$ cat config.mk
export PLATFORM = sky130hd
export DESIGN_NAME = beq_top
export DESIGN_NICKNAME = d
export VERILOG_FILES = /design/src/beq_pkg.sv /design/src/beq_phase_gen.sv /design/src/beq_counter.sv /design/src/beq_top.sv
export SDC_FILE = /design/constraint.sdc
export NUM_CORES = 1
export LEC_CHECK = 0
export BUFFER_PORTS_ARGS = -buffer_cell sky130_fd_sc_hd__buf_2
export CORE_ASPECT_RATIO = 0.7
export CORE_MARGIN = 2
export CORE_UTILIZATION = 46
export CTS_CLUSTER_SIZE = 40
export DETAILED_ROUTE_END_ITERATION = 12
export PLACE_DENSITY = 0.88
export SKIP_LAST_GASP = 1
export SYNTH_ARGS = -nofsm -noshare
export SYNTH_HDL_FRONTEND = slang
export SYNTH_SLANG_ARGS = --single-unit
export TNS_END_PERCENT = 5
$ cat constraint.sdc
create_clock -name clk -period 2.3 [get_ports clk]
set_input_delay 0.23 -clock clk [delete_from_list [all_inputs] [get_ports clk]]
set_output_delay 0.23 -clock clk [all_outputs]
set_load 0.03 [all_outputs]
$ cat src/beq_pkg.sv
// package: constants and types for the bus event qualifier counter
package beq_pkg;
    // allocation qualifier mask field positions
    localparam int QM_REQ_LSB = 0;
    localparam int QM_REQ_W = 5;
    localparam int QM_ALL_READ = 5;
    localparam int QM_ALL_WRITE = 6;
    localparam int QM_MEM_LSB = 7;
    localparam int QM_MEM_W = 5;
    localparam int QM_OWN = 13;
    localparam int QM_OTHER = 14;
    localparam int QM_PREFETCH = 15;
    localparam int MASK_W = 16;
    localparam logic [4:0] REQ_TYPE_DEFAULT = 5'h01;
    // data activity mask positions
    localparam int DA_DRV = 0;
    localparam int DA_OWN = 1;
    // activity lengths in processor clocks
    localparam int PARTIAL_CLKS = 2;
    localparam int FULL_CLKS = 4;
    localparam int NEW_MODEL_MIN = 2;
    // granularity of one allocation
    localparam int LINE_BYTES = 64;
    localparam int CHUNK_BYTES = 8;
    localparam int CNT_W = 40;
    localparam logic [CNT_W-1:0] CNT_RESET = 40'h00_0000_0000;

    // one bus request as seen by the queue
    typedef struct packed {
        logic valid;
        logic [4:0] req_type;
        logic is_read;
        logic is_write;
        logic [4:0] mem_type;   // one-hot: uc, wc, wt, wp, wb
        logic own;
        logic prefetch;
        logic full_line;
    } beq_req_t;

    // one data phase on the shared bus
    typedef struct packed {
        logic start;
        logic drive;            // this processor drives data
        logic read;             // this processor samples data
        logic full_line;
    } beq_data_t;

    typedef enum logic {BEQ_EVT_ALLOC, BEQ_EVT_DATA} beq_evt_t;
endpackage : beq_pkg

$ cat src/beq_phase_gen.sv
// stretches one data-phase start into a drive/read level of 2 or 4 clocks
`timescale 1ns/1ps
`default_nettype none
module beq_phase_gen
    import beq_pkg::*;
(
    input wire logic clk,           // processor clock
    input wire logic reset,         // async reset, active high
    input wire logic start,         // phase start pulse
    input wire logic full_line,     // full line length
    output logic active             // condition level
);
    logic [2:0] left_r;
    logic [2:0] left_nxt;

    // load the length on start, then count down
    always_comb begin
        left_nxt = left_r;
        if (start)
            left_nxt = full_line ? 3'(FULL_CLKS) : 3'(PARTIAL_CLKS);
        else if (left_r != 3'h0)
            left_nxt = left_r - 3'h1;
    end

    always_ff @(posedge clk or posedge reset) begin
        if (reset)
            left_r <= 3'h0;
        else
            left_r <= left_nxt;
    end

    assign active = (left_r != 3'h0);
endmodule : beq_phase_gen
`default_nettype wire

$ cat src/beq_counter.sv
// event counter with level or rising-edge counting
`timescale 1ns/1ps
`default_nettype none
module beq_counter
    import beq_pkg::*;
#(
    parameter int W = CNT_W
)
(
    input wire logic clk,           // processor clock
    input wire logic reset,         // async reset, active high
    input wire logic enable,        // counter enabled
    input wire logic edge_mode,     // count rising edges only
    input wire logic clear,         // zero the count
    input wire logic event_in,      // qualified event level
    output logic [W-1:0] count      // running count
);
    logic prev_r;

    // previous event level for edge detection
    always_ff @(posedge clk or posedge reset) begin
        if (reset)
            prev_r <= 1'b0;
        else
            prev_r <= event_in;
    end

    // one per active clock, or per rising edge in edge mode
    always_ff @(posedge clk or posedge reset) begin
        if (reset)
            count <= W'(0);
        else if (clear)
            count <= W'(0);
        else if (enable && event_in && (!edge_mode || !prev_r))
            count <= count + W'(1);
    end
endmodule : beq_counter
`default_nettype wire

$ cat src/beq_top.sv
// bus event qualifier: allocation and data activity events feeding one counter
//
// Notes on behaviour
// with the other-agent bit set, requests driven by other processors or dma are counted.
// with the prefetch bit set, hardware and software prefetches are counted too; otherwise they are dropped.
// software should not use edge counting when counting allocation cycles.
// on newer models the event is request type AND read-or-write selector AND memory type AND source agent.
// on older models the event is source agent AND (request type OR read OR write OR memory type).
// on older models memory-type bits are ignored when the all-read or all-write selector is set.
// privilege level is not used to filter allocations; user and system requests both count.
// each allocation counts once, whether a full 64-byte line or an 8-byte chunk.
// the data activity event counts data-ready or data-busy conditions chosen by its mask bits.
// with the drive-data selector set, clocks where this processor drives data are counted.
// the drive condition lasts two clocks for partial writes and four for full-line writes.
// with the own-read selector set, clocks where this processor samples data count, two or four clocks long.
// mask bits zero to four form one request type field, 00001 being the default or invalid code.
// the own-agent bit selects requests driven by this processor.
// software should use edge counting for the data activity event to avoid double counting.
// the event is evaluated every clock and counted per active clock, or per rising edge in edge mode.
`timescale 1ns/1ps
`default_nettype none
module beq_top
    import beq_pkg::*;
#(
    parameter int CW = CNT_W
)
(
    input wire logic clk,                   // processor clock, 25 MHz
    input wire logic reset,                 // async reset, active high
    input wire logic [MASK_W-1:0] evt_mask, // event select mask field
    input wire beq_evt_t evt_sel,           // which event the counter takes
    input wire logic new_model,             // model field is NEW_MODEL_MIN or more
    input wire logic cnt_enable,            // counter enable
    input wire logic edge_mode,             // count rising edges
    input wire logic cnt_clear,             // zero the counter
    input wire beq_req_t req,               // queue allocation in this clock
    input wire logic privilege_level,       // current privilege, unused
    input wire beq_data_t data,             // data phase start on the bus
    output logic alloc_event,               // qualified allocation event
    output logic data_event,                // qualified data activity event
    output logic drive_active,              // drive-data condition level
    output logic read_active,               // own-read condition level
    output logic [CW-1:0] count             // counter value
);
    logic req_match;
    logic rw_match;
    logic mem_match;
    logic src_match;
    logic pf_ok;
    logic alloc_comb;
    logic data_comb;
    logic sel_event;
    logic [4:0] mem_bits;

    // field extraction
    assign mem_bits = evt_mask[QM_MEM_LSB +: QM_MEM_W];

    // request type: default code matches any request
    always_comb begin
        req_match = req.req_type == evt_mask[QM_REQ_LSB +: QM_REQ_W];
        if (evt_mask[QM_REQ_LSB +: QM_REQ_W] == REQ_TYPE_DEFAULT)
            req_match = 1'b1;
    end

    // read or write selector, memory type, source agent
    assign rw_match = (evt_mask[QM_ALL_READ] && req.is_read) || (evt_mask[QM_ALL_WRITE] && req.is_write);
    assign mem_match = |(mem_bits & req.mem_type);
    assign src_match = (evt_mask[QM_OWN] && req.own)
        || (evt_mask[QM_OTHER] && !req.own);
    assign pf_ok = !req.prefetch || evt_mask[QM_PREFETCH];

    // model dependent expression; privilege level deliberately unused
    always_comb begin
        if (new_model)
            alloc_comb = req_match && rw_match && mem_match && src_match;
        else if (evt_mask[QM_ALL_READ] || evt_mask[QM_ALL_WRITE])
            alloc_comb = src_match && (req_match || rw_match);
        else
            alloc_comb = src_match && (req_match || mem_match);
        alloc_comb = alloc_comb && req.valid && pf_ok;
    end

    // one count per allocation, line or chunk alike
    always_ff @(posedge clk or posedge reset) begin
        if (reset)
            alloc_event <= 1'b0;
        else
            alloc_event <= alloc_comb;
    end

    // drive-data and own-read condition stretchers
    beq_phase_gen u_drive (
        .clk(clk),
        .reset(reset),
        .start(data.start && data.drive),
        .full_line(data.full_line),
        .active(drive_active)
    );

    beq_phase_gen u_read (
        .clk(clk),
        .reset(reset),
        .start(data.start && data.read),
        .full_line(data.full_line),
        .active(read_active)
    );

    // data activity selection
    assign data_comb = (evt_mask[DA_DRV] && drive_active)
        || (evt_mask[DA_OWN] && read_active);

    always_ff @(posedge clk or posedge reset) begin
        if (reset)
            data_event <= 1'b0;
        else
            data_event <= data_comb;
    end

    // counter takes the selected event each clock
    assign sel_event = (evt_sel == BEQ_EVT_DATA) ? data_event : alloc_event;

    beq_counter #(.W(CW)) u_cnt (
        .clk(clk),
        .reset(reset),
        .enable(cnt_enable),
        .edge_mode(edge_mode),
        .clear(cnt_clear),
        .event_in(sel_event),
        .count(count)
    );

    // assertions
    property p_new_and;
        @(posedge clk) disable iff (reset)
        (new_model && req.valid && !rw_match) |=> !alloc_event;
    endproperty
    a_new_and: assert property (p_new_and) else $error("alloc event without rw match");

    property p_old_src;
        @(posedge clk) disable iff (reset)
        (!src_match) |=> !alloc_event;
    endproperty
    a_old_src: assert property (p_old_src) else $error("alloc event without source match");

    property p_prefetch;
        @(posedge clk) disable iff (reset)
        (req.valid && req.prefetch && !evt_mask[QM_PREFETCH]) |=> !alloc_event;
    endproperty
    a_prefetch: assert property (p_prefetch) else $error("prefetch counted");

    property p_other;
        @(posedge clk) disable iff (reset)
        (req.valid && !req.own && !evt_mask[QM_OTHER]) |=> !alloc_event;
    endproperty
    a_other: assert property (p_other) else $error("other agent counted");

    property p_drive_full;
        @(posedge clk) disable iff (reset)
        (data.start && data.drive && data.full_line) ##1 (!(data.start && data.drive)) [*4]
            |-> drive_active && $past(drive_active, 3) ##1 !drive_active;
    endproperty
    a_drive_full: assert property (p_drive_full) else $error("full drive length wrong");

    property p_read_part;
        @(posedge clk) disable iff (reset)
        (data.start && data.read && !data.full_line) ##1 !data.start [*2] |-> $past(read_active, 1) ##1 !read_active;
    endproperty
    a_read_part: assert property (p_read_part) else $error("partial read length wrong");

    property p_data_sel;
        @(posedge clk) disable iff (reset)
        (evt_mask[DA_DRV] && drive_active) |=> data_event;
    endproperty
    a_data_sel: assert property (p_data_sel) else $error("drive activity missed");

    property p_count_level;
        @(posedge clk) disable iff (reset)
        (cnt_enable && !cnt_clear && !edge_mode && sel_event) |=> count == $past(count) + CW'(1);
    endproperty
    a_count_level: assert property (p_count_level) else $error("level count missed");

    property p_count_edge;
        @(posedge clk) disable iff (reset)
        (edge_mode && !cnt_clear && sel_event && $past(sel_event)) |=> count == $past(count);
    endproperty
    a_count_edge: assert property (p_count_edge) else $error("edge mode double count");

    // qualifier checks rebuilt from the mask fields
    property p_priv_blind;
        @(posedge clk) disable iff (reset)
        (req.valid && privilege_level && pf_ok && src_match && new_model && req_match && rw_match && mem_match)
            |=> alloc_event;
    endproperty
    a_priv_blind: assert property (p_priv_blind) else $error("privileged request dropped");

    property p_old_rw;
        @(posedge clk) disable iff (reset)
        (!new_model && req.valid && pf_ok && src_match && (evt_mask[QM_ALL_READ] || evt_mask[QM_ALL_WRITE])
            && !req_match && !rw_match) |=> !alloc_event;
    endproperty
    a_old_rw: assert property (p_old_rw) else $error("memory type used with rw selector");

    property p_req_default;
        @(posedge clk) disable iff (reset)
        (evt_mask[QM_REQ_LSB +: QM_REQ_W] == REQ_TYPE_DEFAULT) |-> req_match;
    endproperty
    a_req_default: assert property (p_req_default) else $error("default request type not matching");

    property p_own;
        @(posedge clk) disable iff (reset)
        (req.valid && req.own && !evt_mask[QM_OWN]) |=> !alloc_event;
    endproperty
    a_own: assert property (p_own) else $error("own request counted");

    property p_alloc_one;
        @(posedge clk) disable iff (reset)
        alloc_event |-> $past(req.valid);
    endproperty
    a_alloc_one: assert property (p_alloc_one) else $error("alloc event without allocation");

    // condition lengths and selection
    property p_drive_part;
        @(posedge clk) disable iff (reset)
        (data.start && data.drive && !data.full_line) ##1 (!data.start) [*2] |-> $past(drive_active, 1) ##1 !drive_active;
    endproperty
    a_drive_part: assert property (p_drive_part) else $error("partial drive length wrong");

    property p_read_full;
        @(posedge clk) disable iff (reset)
        (data.start && data.read && data.full_line) ##1 (!(data.start && data.read)) [*4]
            |-> read_active && $past(read_active, 3) ##1 !read_active;
    endproperty
    a_read_full: assert property (p_read_full) else $error("full read length wrong");

    property p_data_own;
        @(posedge clk) disable iff (reset)
        (evt_mask[DA_OWN] && read_active) |=> data_event;
    endproperty
    a_data_own: assert property (p_data_own) else $error("own read activity missed");

    property p_clear;
        @(posedge clk) disable iff (reset)
        cnt_clear |=> count == CW'(0);
    endproperty
    a_clear: assert property (p_clear) else $error("clear did not zero count");
endmodule : beq_top
`default_nettype wire

Word level (Yosys, flattened, before mapping)
Index checks and enable logic that the tools add are counted.
Widths: inputs -> output; s select.
{ "classes": {"add_sub_neg": 3, "eq_ne": 2, "mux": 11, "bitwise_logic": 1, "n_reduce_logical": 35} }
{ "op_table": {"columns": ["operator", "count"], "rows": [
  ["$mux 40", 2],
  ["$add 40x1->40 const B", 1],
  ["$logic_and 1x1->1", 17],
  ["$mux 3", 5],
  ["$logic_or 1x1->1", 8],
  ["$reduce_bool 2->1", 3],
  ["$reduce_bool 3->1", 2],
  ["$sub 3x1->3 const B", 2],
  ["$and 5x5->5", 1],
  ["$eq 5x1->1 const B", 1],
  ["$eq 5x5->1", 1],
  ["$reduce_or 5->1", 1],
  ["$logic_not 1->1", 4],
  ["$mux 1", 4]
]} }
{ "word_totals": {"regBits": 49, "in_bits": 44, "out_inout_bits": 44} }

Logic depth before layout (Yosys ltp)
Gate-level depths: netlist of run 1.
{ "logic_depth": {"depth_word": 8, "depth_mapped": 7, "ltp_nobuf": 7} }

Cells and area by module
From an unflattened synthesis of run 1, not the netlist that was laid out.
{ "unflattened": {"hier_cells": 295, "hier_area_um2": 2796.4} }
{ "modules_own_cells": {"columns": ["mod", "n_inst", "cells_per_inst", "area_each_um2"], "rows": [
  ["beq_counter", 1, 231, 2182.1],
  ["beq_phase_gen", 2, 18, 187.7],
  ["beq_top", 1, 28, 239.0]
]} }

Least setup slack after synthesis of run 1
Ideal clock, no wire load.
{ "synth_path": {"kind": "register to register", "from": "register u_cnt.count[9]", "to": "register u_cnt.count[34]", "arrival_time_ns": 2.255, "required_ns": 2.175, "slack_ns": -0.080, "path_stages_with_launch": 7, "n_path_buf": 1, "cell_sequence": "dfrtp_1 nand4_2 or3_1 clkbuf_1 nor4_1 and3_1 mux2_2"} }
{ "synth_via": {"elab_chain_cells": 3} }
{ "synth_lines": {"columns": ["element", "line_no", "text"], "rows": [
  ["start, declared", "beq_counter.sv:16", "output logic [W-1:0] count"],
  ["start signal, assigned", "beq_counter.sv:35", "count <= count + W'(1);"],
  ["$add 40x1->40", "beq_counter.sv:35", null],
  ["$mux 40", "beq_counter.sv:34", "else if (enable && event_in && (!edge_mode || !prev_r))"],
  ["$mux 40", "beq_counter.sv:32", "else if (clear)"]
]} }
Every way passes these cells. The select of a mux whose other input is x is not followed.
A chain may end at the register's enable or synchronous reset.

Final worst setup path of run 1
{ "layout_path": {"from": "register u_cnt.count[9]", "to": "register u_cnt.count[35]"} }
Same word-level chain as after synthesis.

==> results.md, run 1 <==
- Gpl congestion: between 0.8 and 0.9
- HP Class: input port to register
- Seq/Total Area, Yosys: a little under half
- Mapped Avg Cell Area: slightly above 9 um2
- Layout cells sized above 1: about a third
- RSZ-0062 raised after global routing: true
- Post-synthesis async set-or-reset flop share: 100.0%
- Post-synth EDFFs: 0
- Worst-skew pair later-pin latency: ~300 ps
- Via count: around 2500
- Flop pwr share: roughly half
- TritonCTS clock tree: yes
- Buffer levels on the longest clock path: 2
- Clock transition at the registers of the reported paths: 90 ps
- Worst-margin pin slew: 758.6 ps
- TritonCTS buffer count: 5
- Initial core utilization: between 40% and 50%
- Total power: ~0.0019 W
- Status: complete, no violations
- Post-DP Area: ~0.0033 mm2
- Slew Viols, Final: 0
- Diode count: 0
- Overflow after GRT: 0
- Max VDD drop: approximately 0.33 mV
- Die Y-Extent: 67.36 um
- First-pass GRT wire length: about 11 mm
- FP Rows: 23
- Net Sw Frac: approximately 30%
- Top_reg_cell synth: dfrtp_1
- Initial antenna violation count: 0
- Critical R2R Launch: u_cnt.count[9]
- Leakage: 1.593 nW
- Vias in the first global route: 2451
- Net Count, Synth: 332
- Leading cell types in the layout, fill and taps excluded: buf_2 (84), dfrtp_1 (45), nor2_1 (32), a21oi_1 (21), xnor2_1 (21)
- CTS H-tree depth: 2
- Router iterations before antenna repair: 4
- Fmax: 439.7 MHz
- Clock Skews: between 4 and 5 ps
- I/O pin cnt: between 80 and 90
- Chip width: 94.51 um
- CTS root buffer: clkbuf_8
- Post-DR wirelength/cell: 14.12 um
- Final setup fails: 0
- Core area: 0.005640 mm2
- IO buf count: 84
- Yosys warns: 0
- Critical hold path startpoint: data[2]
- Gate power share: 23.2%
- Nets: 434
- Crit. Startpoint: u_cnt.count[9]
- CTS sink cnt: between 40 and 50
- Net load switching power: 0.0005748 W
- Critical path peak fanout: 12
- Synthesized instance count: roughly 280
- MaxCap Viol Count: 0
- ANT nets after route: 0
- Area share of the largest cell type after synthesis: 46.49%
- DRT iter0 DRCs: between 150 and 200
- Slew headroom: 49.42%
- Mapped cell area: 0.002638 mm2
- Post-DP HPWL: 4.908 mm
- Vias per cell: between 5 and 6
- Pwr dens: 572.6 mW/mm2
- Number of distinct library cells after synthesis: 40
- Clk pwr share: 26.7%
- Commonest non-fill, non-tap cell in the layout: buf_2
- Largest net degree at the start of global routing: 44
- Die area: 0.006365 mm2
- Top post-synthesis cells by area: dfrtp_1 (46%), xnor2_1 (7.0%), nor2_1 (4.6%)
- DRC viols: 0
- Final worst-path cycle share: between 90% and 100%
- Critical Path RT: between 2000 and 3000 ps
- Tot GR Track Use: 21.56%
- Startpoint types: register
- Yosys reg bits: a little under 50
- Reg2Reg Setup Slack: around 26 ps
- Min Tclk post-route: 2274 ps
- CP arrival: 2500 ps
- CP Class: register to register
- Cell taking the most area after synthesis: dfrtp_1
- Final non-filler cell area: 0.003381 mm2
- Worst Setup End Kind: register
- Layout area overhead: 28.18%
- Power Internal: 0.001361 W
- Final hold vios: 0
- Post-CTS Setup Bufs: 0
- DRT Wirelength: 6.497 mm
==> what timing repair did <==
| item | in CTS | in global routing |
|---|---|---|
| hold buffers | 1 | 0 |
| endpoints found under the hold margin | 16 | 0 |
| resized for setup | 0 | 2 |
| setup endpoints to repair | 0 | 4 |
==> per-stage QoR <==
stage	hold WS, ps	cells	setup slack [ps]	util (%)	setup TNS (ps)
after floorplan	312.4	283	-18.37	-	-59.39
after global placement	235.8	452	101.2	58.03	0
after detailed placement	240.6	452	55.01	58.03	0
after CTS	115.1	460	34.23	59.74	0
after global routing	117.5	460	-84.46	59.94	-169.7
final	116.9	460	25.70	59.94	0
==> path summary, 6_finish.rpt <==
path | end | cells after the start
max reg2reg | u_cnt.count[35] | 5
min in group asynchronous | u_drive.left_r[0] | 3
min | u_drive.left_r[0] | 2
min reg2reg | u_drive.left_r[0] | 2
max in group asynchronous | u_cnt.count[11] | 4
max | u_cnt.count[35] | 5
==> cells by family (layout without fill, tap and decap cells) <==
family,Yosys count,count (layout),synth area share (%)
simple gates,129,129,26.00
flops,49,49,46.49
compound gates,47,47,10.48
xor+xnor,29,29,9.630
buf+inv,18,120,2.609
mux,6,6,2.419
fa+ha+maj,5,5,2.372
==> power by group through the flow <==
stage | clock network (W) | logic [W] | registers, W
2_1_floorplan | 0 | 0.000305 | 0.000995
3_3_place_gp | 0 | 0.000428 | 0.000982
3_5_place_dp | 0 | 0.000453 | 0.000987
4_1_cts | 0.000520 | 0.000456 | 0.000970
5_1_grt | 0.000556 | 0.000504 | 0.000978
6_report | 0.000517 | 0.000450 | 0.000969
==> cells in the mapped netlist, types with 2 or more instances <==
library cell / instances
o21ai_0: 12
or4_1: 4
xnor2_1: 21
nor3b_1: 2
clkbuf_1: 7
o31ai_1: 3
and3_1: 5
mux2_2: 3
xor2_1: 8
mux2i_1: 3
nand2b_1: 5
nand4_1: 8
nor4_1: 9
a21oi_1: 21
a22oi_1: 2
nor2_1: 32
inv_1: 10
or3_1: 11
nor3_1: 5
ha_1: 5
and4_1: 4
and2_1: 3
nor2b_1: 3
dfrtp_1: 49
nand3_1: 15
nand2_1: 19
==> state kept, by name, indices dropped and copies added (netlist names) <==
register	count
u_cnt.count	40
u_drive.left_r	3
u_read.left_r	3
alloc_event	1
data_event	1
u_cnt.prev_r	1
==> layer usage <==
metal  track usage [%]  vias up  wire length (um)
met3             6.138        6               377
met2             36.88       64              3133
li1                  -     1212                 -
met1             27.81     1226              2941
met4             4.348        0                44
met5                 0        -                 0
==> worst max-delay path: stages (launching register included) <==
cell,delay [ps]
dfrtp_2,420
nand4_2,110
or3_1,420
or4_4,580
or4_1,520
a21oi_1,150
==> final cells by class <==
type,count,area (um2)
tap,75,93.84
timing repair buffer,103,578.1
fill,516,2260
clock buffer,7,86.33
inverter,10,37.54
multi-input combinational,216,1354
sequential,49,1231
Note: power is estimated with default switching activity, not from simulation.
==> run 2, diff against run 1 <==
PLACE_DENSITY = 0.77   (was 0.88)
==> run 2 against run 1 <==
  * Maximum frequency is 3.8% higher
  * Clock-buffer cell count unchanged
  * Combinational power barely moved
  * Core utilization rose by 0.64 points
  * Critical endpoint unchanged
==> results.md, run 2 (same netlist as run 1, synthesis figures left out) <==
- Buffer levels on the longest clock path: 2 (unchanged)
- Setup TNS Final: 0 ps (unchanged)
- Final setup fails: 0 (unchanged)
- Gpl congestion: 0.7755 (-5.8%)
- Largest net degree at the start of global routing: 44 (unchanged)
- Clock transition at the registers of the reported paths: 90 ps (about the same)
- CP Class: register to register
- Leakage: 1.626 nW (+2.1%)
- Fmax: 456.3 MHz (+3.8%)
- Slew headroom: 48.70% (-0.72 points)
- CTS H-tree depth: 2 (unchanged)
- Multi-input gate area: 0.001353 mm2 (about the same)
- Critical path peak fanout: 12 (unchanged)
- Final worst-path cycle share: 95.28% (-3.6 points)
- Max reg flops: 40 (unchanged)
- ANT nets after route: 0 (unchanged)
- Initial antenna violation count: 0 (unchanged)
- Final hold slack: 19.80 ps (-97.08 ps)
- Tot GR Track Use: 21.06% (-0.50 points)
- Die Y-Extent: 67.36 um (unchanged)
- Regs by FF count: u_cnt.count x40, u_drive.left_r x3, u_read.left_r x3
- Max VDD drop: 0.2936 mV (-11%)
- Min Tclk post-route: 2192 ps (-82.78 ps)
- CTS root buffer: clkbuf_8
- Die area: 0.006365 mm2 (unchanged)
- Post-DR wirelength/cell: 13.55 um (-4.1%)
- Worst Setup End Kind: register
- IO buf count: 84 (unchanged)
- RSZ-0062 raised after global routing: true
- Fill count: 520 (+0.78%)
- FP Rows: 23 (unchanged)
- Worst setup margin: 108.5 ps (+82.78 ps)
- Core area: 0.005640 mm2 (unchanged)
- Power Internal: 0.001395 W (+2.5%)
- Diode count: 0 (unchanged)
- Overflow after GRT: 0 (unchanged)
- Via count: 2432 (-3.0%)
- Commonest non-fill, non-tap cell in the layout: buf_2
- CP arrival: 2410 ps (-90 ps)
- Seq. cell area: 0.001231 mm2 (unchanged)
- Pre-CTS WS: 81.84 ps (+26.83 ps)
- TritonCTS buffer count: 5 (unchanged)
- MaxCap Viol Count: 0 (unchanged)
- Vias in the first global route: 2218 (-9.5%)
- Cts hold-fix bufs: 0 (-1)
- Final non-filler cell area: 0.003417 mm2 (+1.1%)
- Layout cells sized above 1: 33.25% (+1.6 points)
- HP Class: input port to async pin
- Clock Skews: 4.220 ps (+0.02337 ps)
- Leading cell types in the layout, fill and taps excluded: buf_2 (84), dfrtp_1 (45), nor2_1 (32), buf_4 (24)
- CTS sink cnt: 49 (unchanged)
- Flop pwr share: 49.1% (-1.0 points)
- Nets: 439 (+1.2%)
- Initial core utilization: 46.76% (unchanged)
- Reg2Reg Depth: 5 (unchanged)
- Slew Viols, Final: 0 (unchanged)
- Vias per cell: 5.219 (-4.3%)
- DRC viols: 0 (unchanged)
- Post-DP Area: 0.003298 mm2 (+0.76%)
- Worst-margin pin slew: 769.5 ps (+10.86 ps)
- Router iterations before antenna repair: 4 (unchanged)
- Net Sw Frac: 29.53% (-0.16 points)
- Layout area overhead: 29.55%
- Net load switching power: 0.0005847 W (+1.7%)
- DRT Wirelength: 6.312 mm (-2.8%)
- Worst-skew pair later-pin latency: 300 ps (about the same)
- Startpoint types: register
- Final hold vios: 0 (unchanged)
- Largest Register: u_cnt.count
- I/O pin cnt: 88 (unchanged)
- TritonCTS clock tree: yes
- Gate power share: 22.8% (-0.4 points)
- Critical Path RT: 2520 ps (about the same)
- Status: complete, no violations
- Final core area utilization: 60.58% (+0.64 points)
- DRT iter0 DRCs: 126 (-21%)
- Chip width: 94.51 um (unchanged)
- First-pass GRT wire length: 10.47 mm (-4.0%)
- Pwr dens: 579.4 mW/mm2 (+1.2%)
- Post-DP HPWL: 4.720 mm (-3.8%)
- Clk pwr share: 28.1% (+1.4 points)
==> run 2: cell types whose count changed in the layout (fill, tap and decap cells not counted), sizes merged <==
cell,change
clkinv,+1
dlygate4sd3,-1
buf,+6
==> run 2: per-layer routing <==
layer	wire (um)	track usage (%)	share of wire, %
met1	3142	30.34	50
met5	0	0	0
met4	69	5.435	1.1
met2	2792	32.68	44
met3	308	4.464	4.9
==> run 2: final timing paths <==
check,from,end,slack [ps]
max,u_cnt.count[20],u_cnt.count[35],110
min,reset,u_drive.left_r[0],20
max reg2reg,u_cnt.count[20],u_cnt.count[35],110
min reg2reg,u_drive.left_r[1],u_drive.left_r[1],560
max in group asynchronous,reset,u_cnt.count[23],1570
min in group clk,data[2],u_drive.left_r[0],110
==> run 2: stage by stage <==
step	power, W	std cells
6_report	0.001980	466
4_1_cts	0.001992	465
2_1_floorplan	0.001300	283
3_5_place_dp	0.001439	457
5_1_grt	0.002096	466
3_3_place_gp	0.001412	457
==> run 2: cell type report <==
| class | count | area share (%) |
|---|---|---|
| clock buffers | 7 | 2.819 |
| clock inverters | 1 | 0.1465 |
| inverters | 10 | 1.098 |
| multi-input cells | 216 | 39.58 |
| flip-flops and latches | 49 | 36.03 |
| well taps | 75 | 2.746 |
| repair buffers | 108 | 17.58 |
==> run 2: critical path: stages, from the launching register on <==
cell	delay, ps
dfrtp_1	430
and4_1	290
nand4_1	150
or4_4	580
or4_1	520
a21oi_1	150
==> run 2: power by group through the flow <==
stage	logic [W]	registers (W)	clock network, W
final	0.000451	0.000973	0.000556
after global routing	0.000516	0.000982	0.000598
after CTS	0.000453	0.000973	0.000567
after detailed placement	0.000450	0.000990	0
after global placement	0.000429	0.000983	0
after floorplan	0.000305	0.000995	0
==> run 2: repair_timing <==
action                     CTS  global route
setup buffers                0             1
gates resized for setup      0             3
setup endpoints to repair    0             4
==> run 3, diff against run 2 <==
CELL_PAD_IN_SITES_DETAIL_PLACEMENT = 1   (was default)
CELL_PAD_IN_SITES_GLOBAL_PLACEMENT = 1   (was default)
CORE_UTILIZATION = 34   (was 46)
PLACE_DENSITY = default   (was 0.77)
PLACE_DENSITY_LB_ADDON = 0.1   (was default)
==> run 3 against run 2 <==
  * Hold slack better by 80 ps
  * Via count rose by 3.5%
  * Clock-buffer cell count did not move
  * Cell count is 6.0% higher
  * Critical path depth rose by 1
  * Non-clock buffer count is 5 higher
  * Register-to-register slack worse by 110 ps
  * Setup slack worse by 110 ps
  * Routed wire length up 20%
  * Die area grew 33%
  * Sequential cell count is the same
==> results.md, run 3 (same netlist as run 1, synthesis figures left out) <==
- Pwr dens: 563.7 mW/mm2 (-2.7%)
- CTS sink cnt: 49 (unchanged)
- Via count: 2518 (+3.5%)
- Max reg flops: 40 (unchanged)
- I/O pin cnt: 88 (unchanged)
- Regs by FF count: u_cnt.count x40, u_drive.left_r x3, u_read.left_r x3
- Worst-margin pin slew: 804.1 ps (+34.63 ps)
- Overflow after GRT: 0 (unchanged)
- Crit-path leading delay family: simple AND/OR/NAND/NOR gates
- Status: complete, no violations
- Hold path cells: 2
- Leakage: 1.647 nW (+1.3%)
- Commonest non-fill, non-tap cell in the layout: buf_2
- Setup TNS Final: 0 ps (unchanged)
- Initial antenna violation count: 0 (unchanged)
- Startpoint types: register
- DRT iter0 DRCs: 108 (-14%)
- MaxCap Viol Count: 0 (unchanged)
- Post-DP Area: 0.003377 mm2 (+2.4%)
- CTS root buffer: clkbuf_8
- Final worst-path cycle share: 99.91% (+4.6 points)
- Reg2Reg Setup Slack: 2 ps (-110 ps)
- Die area: 0.008489 mm2 (+33%)
- CP arrival: 2500 ps (+90 ps)
- Total power: 0.001966 W (-0.71%)
- CP dominant cell by count: or3_1
- Worst-skew pair later-pin latency: 310 ps (about the same)
- Initial core utilization: 35.56% (-11 points)
- Final hold vios: 0 (unchanged)
- Final setup fails: 0 (unchanged)
- CTS H-tree depth: 2 (unchanged)
- Layout area overhead: 32.21%
- Slowest cell on the critical path: or3_1
- Hold EP: u_drive.left_r[0]
- ANT nets after route: 0 (unchanged)
- Max stage delay on crit path: 430 ps (-150 ps)
- TritonCTS buffer count: 5 (unchanged)
- Critical path peak fanout: 11 (-1)
- Chip width: 109.3 um (+16%)
- Nets: 444 (+1.1%)
- Die Y-Extent: 77.69 um (+15%)
- Largest Register: u_cnt.count
- CP Buf/Inv Count: 1 (+1)
- IO buf count: 84 (unchanged)
- Critical hold path startpoint: data[2]
- CP Cell Sequence: nand4_2 > or3_1 > buf_4 > or3_1 > nor3b_1 > mux2_2
- Diode count: 0 (unchanged)
- Slew Viols, Final: 0 (unchanged)
- Tot GR Track Use: 19.09% (-2.0 points)
- FP Rows: 26 (+13%)
- CP Class: register to register
- Layout cells sized above 1: 33.33% (+0.085 points)
- Post-DP HPWL: 5.746 mm (+22%)
- Core area: 0.007417 mm2 (+31%)
- TritonCTS clock tree: yes
- Reg2Reg Depth: 6 (+1)
- Critical Path RT: 2510 ps (about the same)
- Vias in the first global route: 2593 (+17%)
- First-pass GRT wire length: 12.81 mm (+22%)
- Vias per cell: 5.097 (-2.3%)
- Gpl congestion: 0.7830 (+0.97%)
- Post-CTS Setup Bufs: 0 (unchanged)
- RSZ-0062 raised after global routing: true
- Min Tclk post-route: 2298 ps (+106.3 ps)
- DRC viols: 0 (unchanged)
- Post-DR wirelength/cell: 15.38 um (+14%)
- Buffer levels on the longest clock path: 2 (unchanged)
- Max VDD drop: 0.3142 mV (+7.0%)
- Final non-filler cell area: 0.003487 mm2 (+2.1%)
- Clock transition at the registers of the reported paths: 100 ps (about the same)
- Largest net degree at the start of global routing: 50 (+14%)
- Clock Skews: 9.076 ps (+4.856 ps)
- Slew headroom: 46.39% (-2.3 points)
- Critical R2R Capture: u_cnt.count[38]
- DRT Wirelength: 7.598 mm (+20%)
- Worst Setup End Kind: register
- Leading cell types in the layout, fill and taps excluded: buf_2 (84), dfrtp_1 (45), nor2_1 (32), buf_4 (27)
- Router iterations before antenna repair: 4 (unchanged)
- Critical R2R Launch: u_cnt.count[11]
- Fmax: 435.2 MHz (-4.6%)
- HP Class: input port to register
==> run 3: cell count changes in the layout (fill, tap and decap cells not counted), sizes merged <==
cell,before,now
buf,108,112
clkinv,1,0
dlygate4sd3,0,1
clkinvlp,0,1
==> run 3: area by class of cell <==
type,count,area (um2)
fill,908,3930
sequential,49,1231
clock inverter,1,7.507
inverter,10,37.54
clock buffer,7,86.33
multi-input combinational,216,1349
timing repair buffer,113,653.1
tap,98,122.6
==> run 3: worst max-delay path by stage <==
stage	cells past startpoint	slack (ps)	endpoint	start
global route	6	-90	u_cnt.count[38]	u_cnt.count[11]
global placement	6	70	u_cnt.count[38]	u_cnt.count[11]
CTS	6	5	u_cnt.count[38]	u_cnt.count[11]
detailed placement	5	20	u_cnt.count[35]	u_cnt.prev_r
floorplan	5	-20	u_cnt.count[35]	u_cnt.count[0]
finish	6	2	u_cnt.count[38]	u_cnt.count[11]
==> run 3: worst register-to-register path: cells and delay by family (launching register included) <==
kind	cells	cell delay, ps
mux	1	350
flops	1	410
buf+inv	1	190
simple gates	4	1250
==> run 3: report_power, final <==
group | switching, W | leakage [nW] | internal (W)
sequential | 0.0000409 | 0.659 | 0.000928
combinational | 0.000260 | 0.944 | 0.000194
clock | 0.000298 | 0.0445 | 0.000245
total | 0.000599 | 1.65 | 0.00137
==> run 3: repair_timing <==
item	CTS	global route
resized for setup	0	2
setup endpoints to repair	0	11
hold buffers	1	0
endpoints found under the hold margin	49	0
==> run 3: per-layer routing <==
| layer | global-route usage, % | part of all wire, % | vias up |
|---|---|---|---|
| met5 | 0 | 0 | - |
| met4 | 3.797 | 0.83 | 0 |
| met3 | 3.361 | 3.3 | 8 |
| met2 | 29.94 | 45 | 39 |
| met1 | 27.72 | 51 | 1243 |
| li1 | - | - | 1228 |
==> run 3: per-stage QoR <==
step / std cells / setup WS (ps) / utilization, % / hold slack (ps)
floorplan: 283 / -18.37 / - / 312.4
global placement: 485 / 74.42 / 45.53 / 297.4
detailed placement: 485 / 20.85 / 45.53 / 312.9
CTS: 494 / 4.675 / 46.93 / 92.37
global route: 494 / -93.95 / 47.01 / 93.82
finish: 494 / 2.153 / 47.01 / 99.54
